$ cat config.mk
export PLATFORM = sky130hd
export DESIGN_NAME = amp_gain_step_fade_control
export DESIGN_NICKNAME = d
export VERILOG_FILES = /design/src/hdl/amp_ctrl_pkg.sv /design/src/hdl/ramp_tick.sv /design/src/hdl/level_hyst.sv /design/src/hdl/amp_gain_step_fade_control.sv
export SDC_FILE = /design/constraint.sdc
export NUM_CORES = 1
export LEC_CHECK = 0
export ABC_CLOCK_PERIOD_IN_PS = 5500
export BUFFER_PORTS_ARGS = -buffer_cell sky130_fd_sc_hd__buf_4
export CAP_MARGIN = 15
export CORE_ASPECT_RATIO = 1.4
export CORE_MARGIN = 2
export CORE_UTILIZATION = 54
export CTS_CLUSTER_DIAMETER = 120
export DETAILED_ROUTE_END_ITERATION = 12
export PLACE_DENSITY = 0.79
export SLEW_MARGIN = 10
export SYNTH_ARGS = -nofsm -noshare
export SYNTH_HDL_FRONTEND = slang
export SYNTH_SLANG_ARGS = --single-unit
export TNS_END_PERCENT = 5
$ cat constraint.sdc
create_clock -name clock -period 5.5 [get_ports clock]
set_input_delay 0.55 -clock clock [delete_from_list [all_inputs] [get_ports clock]]
set_output_delay 0.55 -clock clock [all_outputs]
set_load 0.005 [all_outputs]
$ cat src/hdl/amp_ctrl_pkg.sv
// Shared constants and types for the amplifier gain control core
package amp_ctrl_pkg;
    localparam int unsigned STEP_W       = 5;
    localparam logic [4:0]  STEP_MUTE    = 5'h00;
    localparam logic [4:0]  STEP_MAX     = 5'h1f;
    // Synchroniser reset: bridged, line inputs, fade-on, awake
    localparam logic [4:0]  PIN_IDLE     = 5'h02;
    // Gain in dB of step 1 per mode, step pitch 2 dB
    localparam int          BTL_LOW_DB   = -40;
    localparam int          SE_LOW_DB    = -46;
    localparam int          MUTE_DB      = -85;
    localparam int          STEP_DB      = 2;
    // Ramp clock: 58 Hz nominal, two ticks per gain step
    localparam int unsigned CLK_HZ       = 50000000;
    localparam int unsigned RAMP_HZ      = 58;
    localparam int unsigned TICK_CYCLES  = CLK_HZ / RAMP_HZ;
    localparam int unsigned TICKS_PER_STEP = 2;
    localparam int unsigned TICK_W       = 20;

    typedef enum logic [2:0] {
        ST_POWERUP  = 3'b000,
        ST_ACTIVE   = 3'b001,
        ST_FADE_DN  = 3'b010,
        ST_DISCHG   = 3'b011,
        ST_SLEEP    = 3'b100,
        ST_CHARGE   = 3'b101,
        ST_FADE_UP  = 3'b110
    } seq_state_t;

    typedef struct packed {
        logic [4:0] main_level;
        logic [4:0] headphone_offset_level;
        logic [4:0] headphone_ceiling_level;
    } level_in_t;

    typedef struct packed {
        logic       neg_follower_on;
        logic       single_ended_drive;
        logic       alt_input_sel;
        logic       ref_charge;
        logic       outputs_muted;
        logic       low_current;
    } drive_out_t;
endpackage : amp_ctrl_pkg

$ cat src/hdl/ramp_tick.sv
// Slow ramp clock tick generator
`timescale 1ns/10ps
`default_nettype none
module ramp_tick #(
    parameter int unsigned TICK_CYCLES = amp_ctrl_pkg::TICK_CYCLES
) (
    input  wire logic clock,
    input  wire logic reset,
    output logic      tick
);
    logic [amp_ctrl_pkg::TICK_W-1:0] cnt_ff;
    logic [amp_ctrl_pkg::TICK_W-1:0] nxt_cnt;
    logic                            nxt_tick;
    logic                            tick_ff;

    always_comb begin
        nxt_tick = 1'b0;
        nxt_cnt  = cnt_ff + 1'b1;
        if (cnt_ff == amp_ctrl_pkg::TICK_W'(TICK_CYCLES - 1)) begin
            nxt_cnt  = '0;
            nxt_tick = 1'b1;
        end
    end

    always_ff @(posedge clock) begin
        if (reset) begin
            cnt_ff  <= '0;
            tick_ff <= 1'b0;
        end else begin
            cnt_ff  <= nxt_cnt;
            tick_ff <= nxt_tick;
        end
    end

    assign tick = tick_ff;
endmodule : ramp_tick
`default_nettype wire

$ cat src/hdl/level_hyst.sv
// Direction-dependent hysteresis on a quantized level index
`timescale 1ns/10ps
`default_nettype none
module level_hyst (
    input  wire logic       clock,
    input  wire logic       reset,
    input  wire logic [4:0] rising_idx,
    input  wire logic [4:0] falling_idx,
    output logic [4:0]      level
);
    logic [4:0] level_ff;
    logic [4:0] nxt_level;

    // Rising index uses the upper trip points, falling the lower ones;
    // a value inside the gap keeps the held step, so no oscillation.
    always_comb begin
        nxt_level = level_ff;
        if (rising_idx > level_ff)
            nxt_level = rising_idx;
        else if (falling_idx < level_ff)
            nxt_level = falling_idx;
    end

    always_ff @(posedge clock) begin
        if (reset)
            level_ff <= 5'h00;
        else
            level_ff <= nxt_level;
    end

    assign level = level_ff;
endmodule : level_hyst
`default_nettype wire

$ cat src/hdl/amp_gain_step_fade_control.sv
// Gain step, input/output select and fade sequencing core
// What this block does
// - Speaker mode: 31 steps, mute, -40..20 dB
// - Headphone mode: mute, -46..14 dB steps
// - Config low keeps negative followers on, except in discharge and sleep
// - Source select high routes alternate inputs
// - Ramp select low means fade-on mode
// - Fade-on sleep: step down every two ticks
// - Ramp-down length follows held gain, 31 max
// - Discharge reference only after gain bottom
// - Fade-on wake: charge, then step gain up
// - Fade-off sleep: save gain, drop, discharge
// - Fade-off wake: charge, restore saved gain
// - Power-up ramps from lowest gain upward
// - Sleep request low mutes, low current
// - Hysteresis keeps step selection from oscillating
// - Headphone level is main minus offset
// - Headphone gain capped by ceiling level
`timescale 1ns/10ps
`default_nettype none
module amp_gain_step_fade_control #(
    parameter int unsigned TICK_CYCLES = amp_ctrl_pkg::TICK_CYCLES
) (
    input  wire logic                    clock,
    input  wire logic                    reset,
    input  wire amp_ctrl_pkg::level_in_t level_rise,
    input  wire amp_ctrl_pkg::level_in_t level_fall,
    input  wire logic                    output_config_select,
    input  wire logic                    input_source_select,
    input  wire logic                    ramp_mode_select,
    input  wire logic                    sleep_request_n,
    input  wire logic                    ref_settled,
    output amp_ctrl_pkg::drive_out_t     drive,
    output logic [4:0]                   gain_step,
    output logic signed [7:0]            gain_db,
    output logic                         ramping
);
    // Pin synchronisers
    logic [4:0] pin_meta_ff;
    logic [4:0] pin_sync_ff;
    logic [4:0] nxt_pin_meta;
    logic [4:0] nxt_pin_sync;
    logic       cfg_se;
    logic       src_alt;
    logic       fade_off;
    logic       awake;
    logic       ref_ok;

    always_comb begin
        nxt_pin_meta = {output_config_select, input_source_select,
                        ramp_mode_select, sleep_request_n, ref_settled};
        nxt_pin_sync = pin_meta_ff;
    end

    always_ff @(posedge clock) begin
        // Idle levels, else a false sleep follows every reset
        if (reset) begin
            pin_meta_ff <= amp_ctrl_pkg::PIN_IDLE;
            pin_sync_ff <= amp_ctrl_pkg::PIN_IDLE;
        end else begin
            pin_meta_ff <= nxt_pin_meta;
            pin_sync_ff <= nxt_pin_sync;
        end
    end

    assign cfg_se   = pin_sync_ff[4];
    assign src_alt  = pin_sync_ff[3];
    assign fade_off = pin_sync_ff[2];
    assign awake    = pin_sync_ff[1];
    assign ref_ok   = pin_sync_ff[0];

    // Level indices; comparator outputs already quantized
    logic [4:0] main_lvl;
    logic [4:0] offs_lvl;
    logic [4:0] ceil_lvl;
    logic       tick;

    level_hyst u_main_hyst (
        .clock       (clock),
        .reset       (reset),
        .rising_idx  (level_rise.main_level),
        .falling_idx (level_fall.main_level),
        .level       (main_lvl)
    );

    level_hyst u_offs_hyst (
        .clock       (clock),
        .reset       (reset),
        .rising_idx  (level_rise.headphone_offset_level),
        .falling_idx (level_fall.headphone_offset_level),
        .level       (offs_lvl)
    );

    level_hyst u_ceil_hyst (
        .clock       (clock),
        .reset       (reset),
        .rising_idx  (level_rise.headphone_ceiling_level),
        .falling_idx (level_fall.headphone_ceiling_level),
        .level       (ceil_lvl)
    );

    ramp_tick #(
        .TICK_CYCLES (TICK_CYCLES)
    ) u_tick (
        .clock (clock),
        .reset (reset),
        .tick  (tick)
    );

    // Headphone step: difference, floored at mute, then capped
    function automatic logic [4:0] headphone_level(
        input logic [4:0] lvl,
        input logic [4:0] offs,
        input logic [4:0] ceil_l
    );
        logic [4:0] diff;
        diff = (lvl > offs) ? 5'(lvl - offs) : amp_ctrl_pkg::STEP_MUTE;
        return (diff > ceil_l) ? ceil_l : diff;
    endfunction : headphone_level

    // Step index to dB; index 0 is mute
    function automatic logic signed [7:0] step_to_db(
        input logic [4:0] step,
        input logic       se
    );
        int base;
        base = se ? amp_ctrl_pkg::SE_LOW_DB : amp_ctrl_pkg::BTL_LOW_DB;
        if (step == amp_ctrl_pkg::STEP_MUTE)
            return 8'(amp_ctrl_pkg::MUTE_DB);
        return 8'(base + amp_ctrl_pkg::STEP_DB * (int'(step) - 1));
    endfunction : step_to_db

    logic [4:0] target;

    always_comb begin
        if (cfg_se)
            target = headphone_level(main_lvl, offs_lvl, ceil_lvl);
        else
            target = main_lvl;
    end

    // Gain sequencer
    amp_ctrl_pkg::seq_state_t state_ff;
    amp_ctrl_pkg::seq_state_t nxt_state;
    logic [4:0] gain_ff;
    logic [4:0] nxt_gain;
    logic [4:0] saved_ff;
    logic [4:0] nxt_saved;
    logic       half_ff;
    logic       nxt_half;
    logic       charge_ff;
    logic       nxt_charge;
    logic       step_now;

    // Two ticks per step; the half flag marks the first tick
    assign step_now = tick & half_ff;

    always_comb begin
        nxt_state  = state_ff;
        nxt_gain   = gain_ff;
        nxt_saved  = saved_ff;
        nxt_charge = charge_ff;
        nxt_half   = tick ? ~half_ff : half_ff;
        case (state_ff)
            amp_ctrl_pkg::ST_POWERUP: begin
                // Ramp regardless of the mode pin; a sleep mid-ramp
                // follows the mode pin like any other shutdown
                nxt_charge = 1'b1;
                if (!awake) begin
                    if (fade_off) begin
                        nxt_saved  = gain_ff;
                        nxt_gain   = amp_ctrl_pkg::STEP_MUTE;
                        nxt_charge = 1'b0;
                        nxt_state  = amp_ctrl_pkg::ST_DISCHG;
                    end else begin
                        nxt_half  = 1'b0;
                        nxt_state = amp_ctrl_pkg::ST_FADE_DN;
                    end
                end else if (step_now) begin
                    // Decide on a step only: target settles after reset
                    if (gain_ff >= target) begin
                        nxt_gain  = target;
                        nxt_state = amp_ctrl_pkg::ST_ACTIVE;
                    end else begin
                        nxt_gain = gain_ff + 5'h01;
                    end
                end
            end
            amp_ctrl_pkg::ST_ACTIVE: begin
                nxt_gain = target;
                if (!awake) begin
                    if (fade_off) begin
                        nxt_saved  = gain_ff;
                        nxt_gain   = amp_ctrl_pkg::STEP_MUTE;
                        nxt_charge = 1'b0;
                        nxt_state  = amp_ctrl_pkg::ST_DISCHG;
                    end else begin
                        nxt_half  = 1'b0;
                        nxt_state = amp_ctrl_pkg::ST_FADE_DN;
                    end
                end
            end
            amp_ctrl_pkg::ST_FADE_DN: begin
                // Length depends on the starting step, 31 from the top
                if (gain_ff == amp_ctrl_pkg::STEP_MUTE) begin
                    nxt_charge = 1'b0;
                    nxt_state  = amp_ctrl_pkg::ST_DISCHG;
                end else if (awake) begin
                    nxt_state = amp_ctrl_pkg::ST_FADE_UP;
                end else if (step_now) begin
                    nxt_gain = gain_ff - 5'h01;
                end
            end
            amp_ctrl_pkg::ST_DISCHG: begin
                nxt_charge = 1'b0;
                if (awake) begin
                    nxt_charge = 1'b1;
                    nxt_state  = amp_ctrl_pkg::ST_CHARGE;
                end else if (!ref_ok) begin
                    nxt_state = amp_ctrl_pkg::ST_SLEEP;
                end
            end
            amp_ctrl_pkg::ST_SLEEP: begin
                nxt_gain = amp_ctrl_pkg::STEP_MUTE;
                if (awake) begin
                    nxt_charge = 1'b1;
                    nxt_state  = amp_ctrl_pkg::ST_CHARGE;
                end
            end
            amp_ctrl_pkg::ST_CHARGE: begin
                // Gain held at mute until the reference is at mid-supply
                if (!awake) begin
                    nxt_charge = 1'b0;
                    nxt_state  = amp_ctrl_pkg::ST_DISCHG;
                end else if (ref_ok) begin
                    if (fade_off) begin
                        nxt_gain  = saved_ff;
                        nxt_state = amp_ctrl_pkg::ST_ACTIVE;
                    end else begin
                        nxt_half  = 1'b0;
                        nxt_state = amp_ctrl_pkg::ST_FADE_UP;
                    end
                end
            end
            amp_ctrl_pkg::ST_FADE_UP: begin
                if (!awake) begin
                    nxt_half  = 1'b0;
                    nxt_state = amp_ctrl_pkg::ST_FADE_DN;
                end else if (gain_ff >= target) begin
                    nxt_gain  = target;
                    nxt_state = amp_ctrl_pkg::ST_ACTIVE;
                end else if (step_now) begin
                    nxt_gain = gain_ff + 5'h01;
                end
            end
            default: begin
                nxt_state = amp_ctrl_pkg::ST_POWERUP;
                nxt_gain  = amp_ctrl_pkg::STEP_MUTE;
            end
        endcase
    end

    // Reset stands in for power-up: lowest gain, ramp state
    always_ff @(posedge clock) begin
        if (reset) begin
            state_ff  <= amp_ctrl_pkg::ST_POWERUP;
            gain_ff   <= amp_ctrl_pkg::STEP_MUTE;
            saved_ff  <= amp_ctrl_pkg::STEP_MUTE;
            half_ff   <= 1'b0;
            charge_ff <= 1'b0;
        end else begin
            state_ff  <= nxt_state;
            gain_ff   <= nxt_gain;
            saved_ff  <= nxt_saved;
            half_ff   <= nxt_half;
            charge_ff <= nxt_charge;
        end
    end

    // Registered outputs
    amp_ctrl_pkg::drive_out_t drive_ff;
    amp_ctrl_pkg::drive_out_t nxt_drive;
    logic signed [7:0]        db_ff;
    logic signed [7:0]        nxt_db;
    logic                     asleep;

    assign asleep = (state_ff == amp_ctrl_pkg::ST_DISCHG) ||
                    (state_ff == amp_ctrl_pkg::ST_SLEEP);

    always_comb begin
        nxt_drive.neg_follower_on    = ~cfg_se & ~asleep;
        nxt_drive.single_ended_drive = cfg_se;
        nxt_drive.alt_input_sel      = src_alt;
        nxt_drive.ref_charge         = nxt_charge;
        nxt_drive.outputs_muted      = asleep |
            (nxt_gain == amp_ctrl_pkg::STEP_MUTE);
        nxt_drive.low_current        = (nxt_state ==
            amp_ctrl_pkg::ST_SLEEP);
        nxt_db = step_to_db(nxt_gain, cfg_se);
    end

    always_ff @(posedge clock) begin
        if (reset) begin
            drive_ff <= '0;
            db_ff    <= 8'(amp_ctrl_pkg::MUTE_DB);
        end else begin
            drive_ff <= nxt_drive;
            db_ff    <= nxt_db;
        end
    end

    assign drive     = drive_ff;
    assign gain_step = gain_ff;
    assign gain_db   = db_ff;
    assign ramping   = (state_ff == amp_ctrl_pkg::ST_POWERUP) ||
                       (state_ff == amp_ctrl_pkg::ST_FADE_DN) ||
                       (state_ff == amp_ctrl_pkg::ST_FADE_UP);
endmodule : amp_gain_step_fade_control
`default_nettype wire

==> summary.txt <==
Setup path
  • Crit-path cells: inv_2, ha_1, or2_4, o221a_4, o311a_1, ha_4, nor2b_1, o21a_1, o21a_1, or4_4, a21oi_2, ha_1, nand2b_4, a31oi_4, o21ai_4, o211ai_1, nor2_2, ha_2, xnor2_2, ha_1, a21oi_2, nand2_1, o32a_1, a31o_1
  • Worst EP required: about 5.7 ns
  • Data arrival, critical path: just under 6 ns
  • CP max stage cell: or4_4
  • Top cell family by delay on the critical path: compound AO/OA/AOI/OAI gates
  • Crit start category: flip-flop
  • Max stage delay on crit path: ~0.55 ns
  • Worst Setup Path Type: flip-flop to flip-flop
  • CP bufs+invs: 1
  • Crit path top cell by count: ha_1
  • CP Max Fanout: 4
  • Crit end category: flip-flop

Floorplan
  • Die area: 0.01018 mm^2
  • Core Area: about 0.0091 mm^2
  • I/O Pins: between 50 and 60
  • Die W: roughly 86 um
  • Starting Density: 0.5577
  • Standard-cell row count: around 40
  • Die Y: ~120 um

Route
  • Drt drc: 2
  • Total Wirelength: about 13000 um
  • Routed via count: 4800
  • Antenna viol nets, final: 0
  • Max layer used: met4
  • First-pass iteration count of the detailed router: 9
  • Avg Vias per Cell: about 6.0
  • Initial DRC Count: about 330
  • Wire per inst: approximately 16 um
  • Met3 WL: ~630 um
  • Met2 wire length: 6638 um
  • M1 WL: ~5000 um

Yosys
  • Async set or reset register ratio after synthesis: 0
  • Synthesized Nets: between 700 and 800
  • Largest area contributor in the netlist: dfxtp_1
  • Main synth FF type: dfxtp_1
  • Distinct cells, synth: 76
  • Avg Cell Area, Syn: 8.220 um^2
  • Top post-synthesis cells by area: dfxtp_1, ha_1, nor2b_1, nor2_1, a211oi_1
  • Post-synthesis sequential area ratio: 0.2926
  • Post-Syn Instances: 616
  • Synth top area share: 0.2926
  • Cell Area, Synth: 0.005064 mm^2
  • Flop and latch count out of synthesis: 74
  • Post-synth EDFFs: 0
  • Ys Warns: 0

Global routing
  • Vias in the first global route: ~4700
  • First-pass GRT wire length: ~21000 um
  • Number of antenna violations at the first check in global routing: 0
  • Largest net degree at the start of global routing: 48
  • GRT overflow: 0
  • GR Util All Layers: 0.2558

Placed design
  • Placer congestion estimate: between 0.9 and 1
  • DP Area: about 0.0056 mm^2
  • Port-buffer cells: 56
  • HPWL after detailed placement: approximately 8800 um

Clocking
  • Clk sinks: between 70 and 80
  • Clock Latency Late Sink: 0.35 ns
  • Clk root buf: clkbuf_16
  • H-tree depth: 3
  • Post-CTS Hold Buffers: 0
  • Reg clk slew, reported paths: roughly 0.070 ns
  • TritonCTS Buffers: 9
  • Clk buf depth: 2
  • TritonCTS clock tree: yes

Cells and area
  • Final Instance Area: 0.006266 mm^2
  • Share of cells above drive strength 1: 0.2373
  • Layout area overhead: 23.75%
  • Net count, final: 774
  • Antenna diodes: 0
  • Final Core Density: 0.6901

STA
  • Setup Viol. Count Final: 5
  • Fin worst setup slack: -0.2347 ns
  • Skew final: between 0.01 and 0.015 ns
  • Final Hold Fails: 0
  • Highest Clock Rate: between 0.15 and 0.2 GHz
  • Final period utilization: 1.043
  • Slew headroom: 0.2705
  • Slew Limit Fails: 0
  • RSZ-0062 raised after global routing: true
  • Post-layout minimum cycle time: 5.735 ns
  • Worst hold margin: 0.3935 ns
  • Slew @ Worst Pin: roughly 1.1 ns

Power
  • Leakage: 0.002553 uW
  • Peak VDD IR: ~0.3 mV
  • PD cells: 562.2 mW/mm^2

Run status
  • Violated checks: design-rule violations, negative setup slack
  • Status: finished with violations

Run
  • Max-cap check violation count: 0

Min path
  • Min-delay worst type: input pin to flip-flop
[Yosys cell counts (all sizes together) (4+ instances only)]
| cell type | number |
|---|---|
| or3 | 9 |
| a21o | 4 |
| a211oi | 29 |
| a31oi | 12 |
| nand2 | 37 |
| nor3 | 11 |
| a21boi | 4 |
| nor4b | 4 |
| clkbuf | 17 |
| xor2 | 14 |
| ha | 50 |
| xnor2 | 8 |
| nor2 | 62 |
| and3 | 7 |
| o211ai | 7 |
| inv | 30 |
| a21oi | 35 |
| and2 | 8 |
| nand3 | 9 |
| mux2i | 9 |
| nor2b | 39 |
| dfxtp | 74 |
| nand2b | 21 |
| buf | 13 |
| o21a | 6 |
| nand4 | 7 |
| or2 | 4 |
| o21ai | 32 |
[path summary, 6_finish.rpt]
kind / start / cells after the start / endpoint / slack [ns]
setup / recovery: u_offs_hyst.level[1] / 24 / gain_db[5] / -0.23
hold / removal: sleep_request_n / 2 / nxt_pin_sync[1] / 0.39
setup reg to reg: u_offs_hyst.level[1] / 24 / gain_db[5] / -0.23
hold reg to reg: nxt_pin_sync[1] / 1 / pin_sync_ff[1] / 0.41
[area by class of cell]
type | count | area (um^2)
repair buffers | 89 | 671.9
clock inverters | 6 | 97.59
flip-flops and latches | 74 | 1485
inverters | 30 | 112.6
multi-input cells | 482 | 3526
clock buffers | 10 | 239.0
well taps | 107 | 133.9
fillers | 673 | 2814
[stage by stage]
stage / setup WS, ns / setup TNS [ns] / total power, uW / instances
detailed placement: -0.09523 / -0.1090 / 2409 / 761
finish: -0.2347 / -0.6296 / 3523 / 798
global route: -0.4431 / -1.781 / 3803 / 798
CTS: 0.01401 / 0 / 3243 / 791
floorplan: 0.01194 / 0 / 1964 / 616
global placement: 0.07502 / 0 / 2341 / 761
[report_power, final]
part	internal, uW	switching (uW)	total [uW]
Clock	416	249	665
Sequential	633	90.0	723
Combinational	1010	1130	2140
[placed cells by master (no fill, tap or decap), types with 3 or more instances in the layout]
cell type,Yosys,layout
a211oi_1,29,27
a21boi_0,4,4
a21o_1,3,3
a21oi_1,35,32
a21oi_2,0,3
a221oi_2,1,3
a31oi_1,11,10
and2_1,6,6
and3_1,7,6
buf_4,1,88
clkbuf_16,0,9
dfxtp_1,74,71
dfxtp_2,0,3
ha_1,50,45
ha_4,0,3
inv_1,30,27
inv_2,0,3
mux2_2,3,3
mux2i_1,9,8
nand2_1,37,37
nand2b_1,21,19
nand3_1,9,8
nand3b_1,3,3
nand4_1,7,7
nor2_1,62,60
nor2b_1,39,38
nor3_1,10,10
nor3b_1,3,3
nor4b_1,4,3
o211ai_1,7,7
o21a_1,6,6
o21ai_0,31,27
o21ai_2,0,3
or2_2,4,3
or3_1,9,9
xnor2_1,8,7
xor2_1,14,14
[cell families after synthesis]
group                    count (synthesis)  share of synthesized area
buffers and inverters                   60                    0.05041
multiplexers                            12                    0.02446
XOR/XNOR                                22                    0.03805
AO/OA/AOI/OAI                          162                     0.2189
flip-flops                              74                     0.2926
adder cells (fa/ha/maj)                 51                     0.1275
AND/OR/NAND/NOR                        235                     0.2481
[metal layers]
metal | vias up | global-route usage
met5 | - | 0
met4 | 0 | 0.1448
met3 | 53 | 0.06075
met2 | 160 | 0.4438
met1 | 2215 | 0.2793
li1 | 2372 | -
[registers in the layout, summed over array words and instances (netlist names)]
register and cells:
drive 6, gain_db 8, gain_step 5, half_ff 1, nxt_pin_sync 5, pin_sync_ff 5
saved_ff 5, state_ff 3, u_ceil_hyst.level 5, u_main_hyst.level 5, u_offs_hyst.level 5, u_tick.cnt_ff 20
u_tick.tick 1
[timing repair]
item	in CTS	in global routing
endpoints found under the setup margin	3	8
cloned	0	0
buffers inserted	14	7
pin swaps	19	24
resized for setup	16	24
[worst reg2reg max path, stage by stage (launching register included)]
cell and delay [ns]:
dfxtp_2 0.34, inv_2 0.05, ha_1 0.18, or2_4 0.26
o221a_4 0.27, o311a_1 0.39, ha_4 0.24, nor2b_1 0.13
o21a_1 0.20, o21a_1 0.23, or4_4 0.55, a21oi_2 0.15
ha_1 0.25, nand2b_4 0.17, a31oi_4 0.20, o21ai_4 0.10
o211ai_1 0.38, nor2_2 0.10, ha_2 0.23, xnor2_2 0.13
ha_1 0.34, a21oi_2 0.16, nand2_1 0.08, o32a_1 0.30
a31o_1 0.18
No activity file was read; power rests on OpenSTA's default activity.
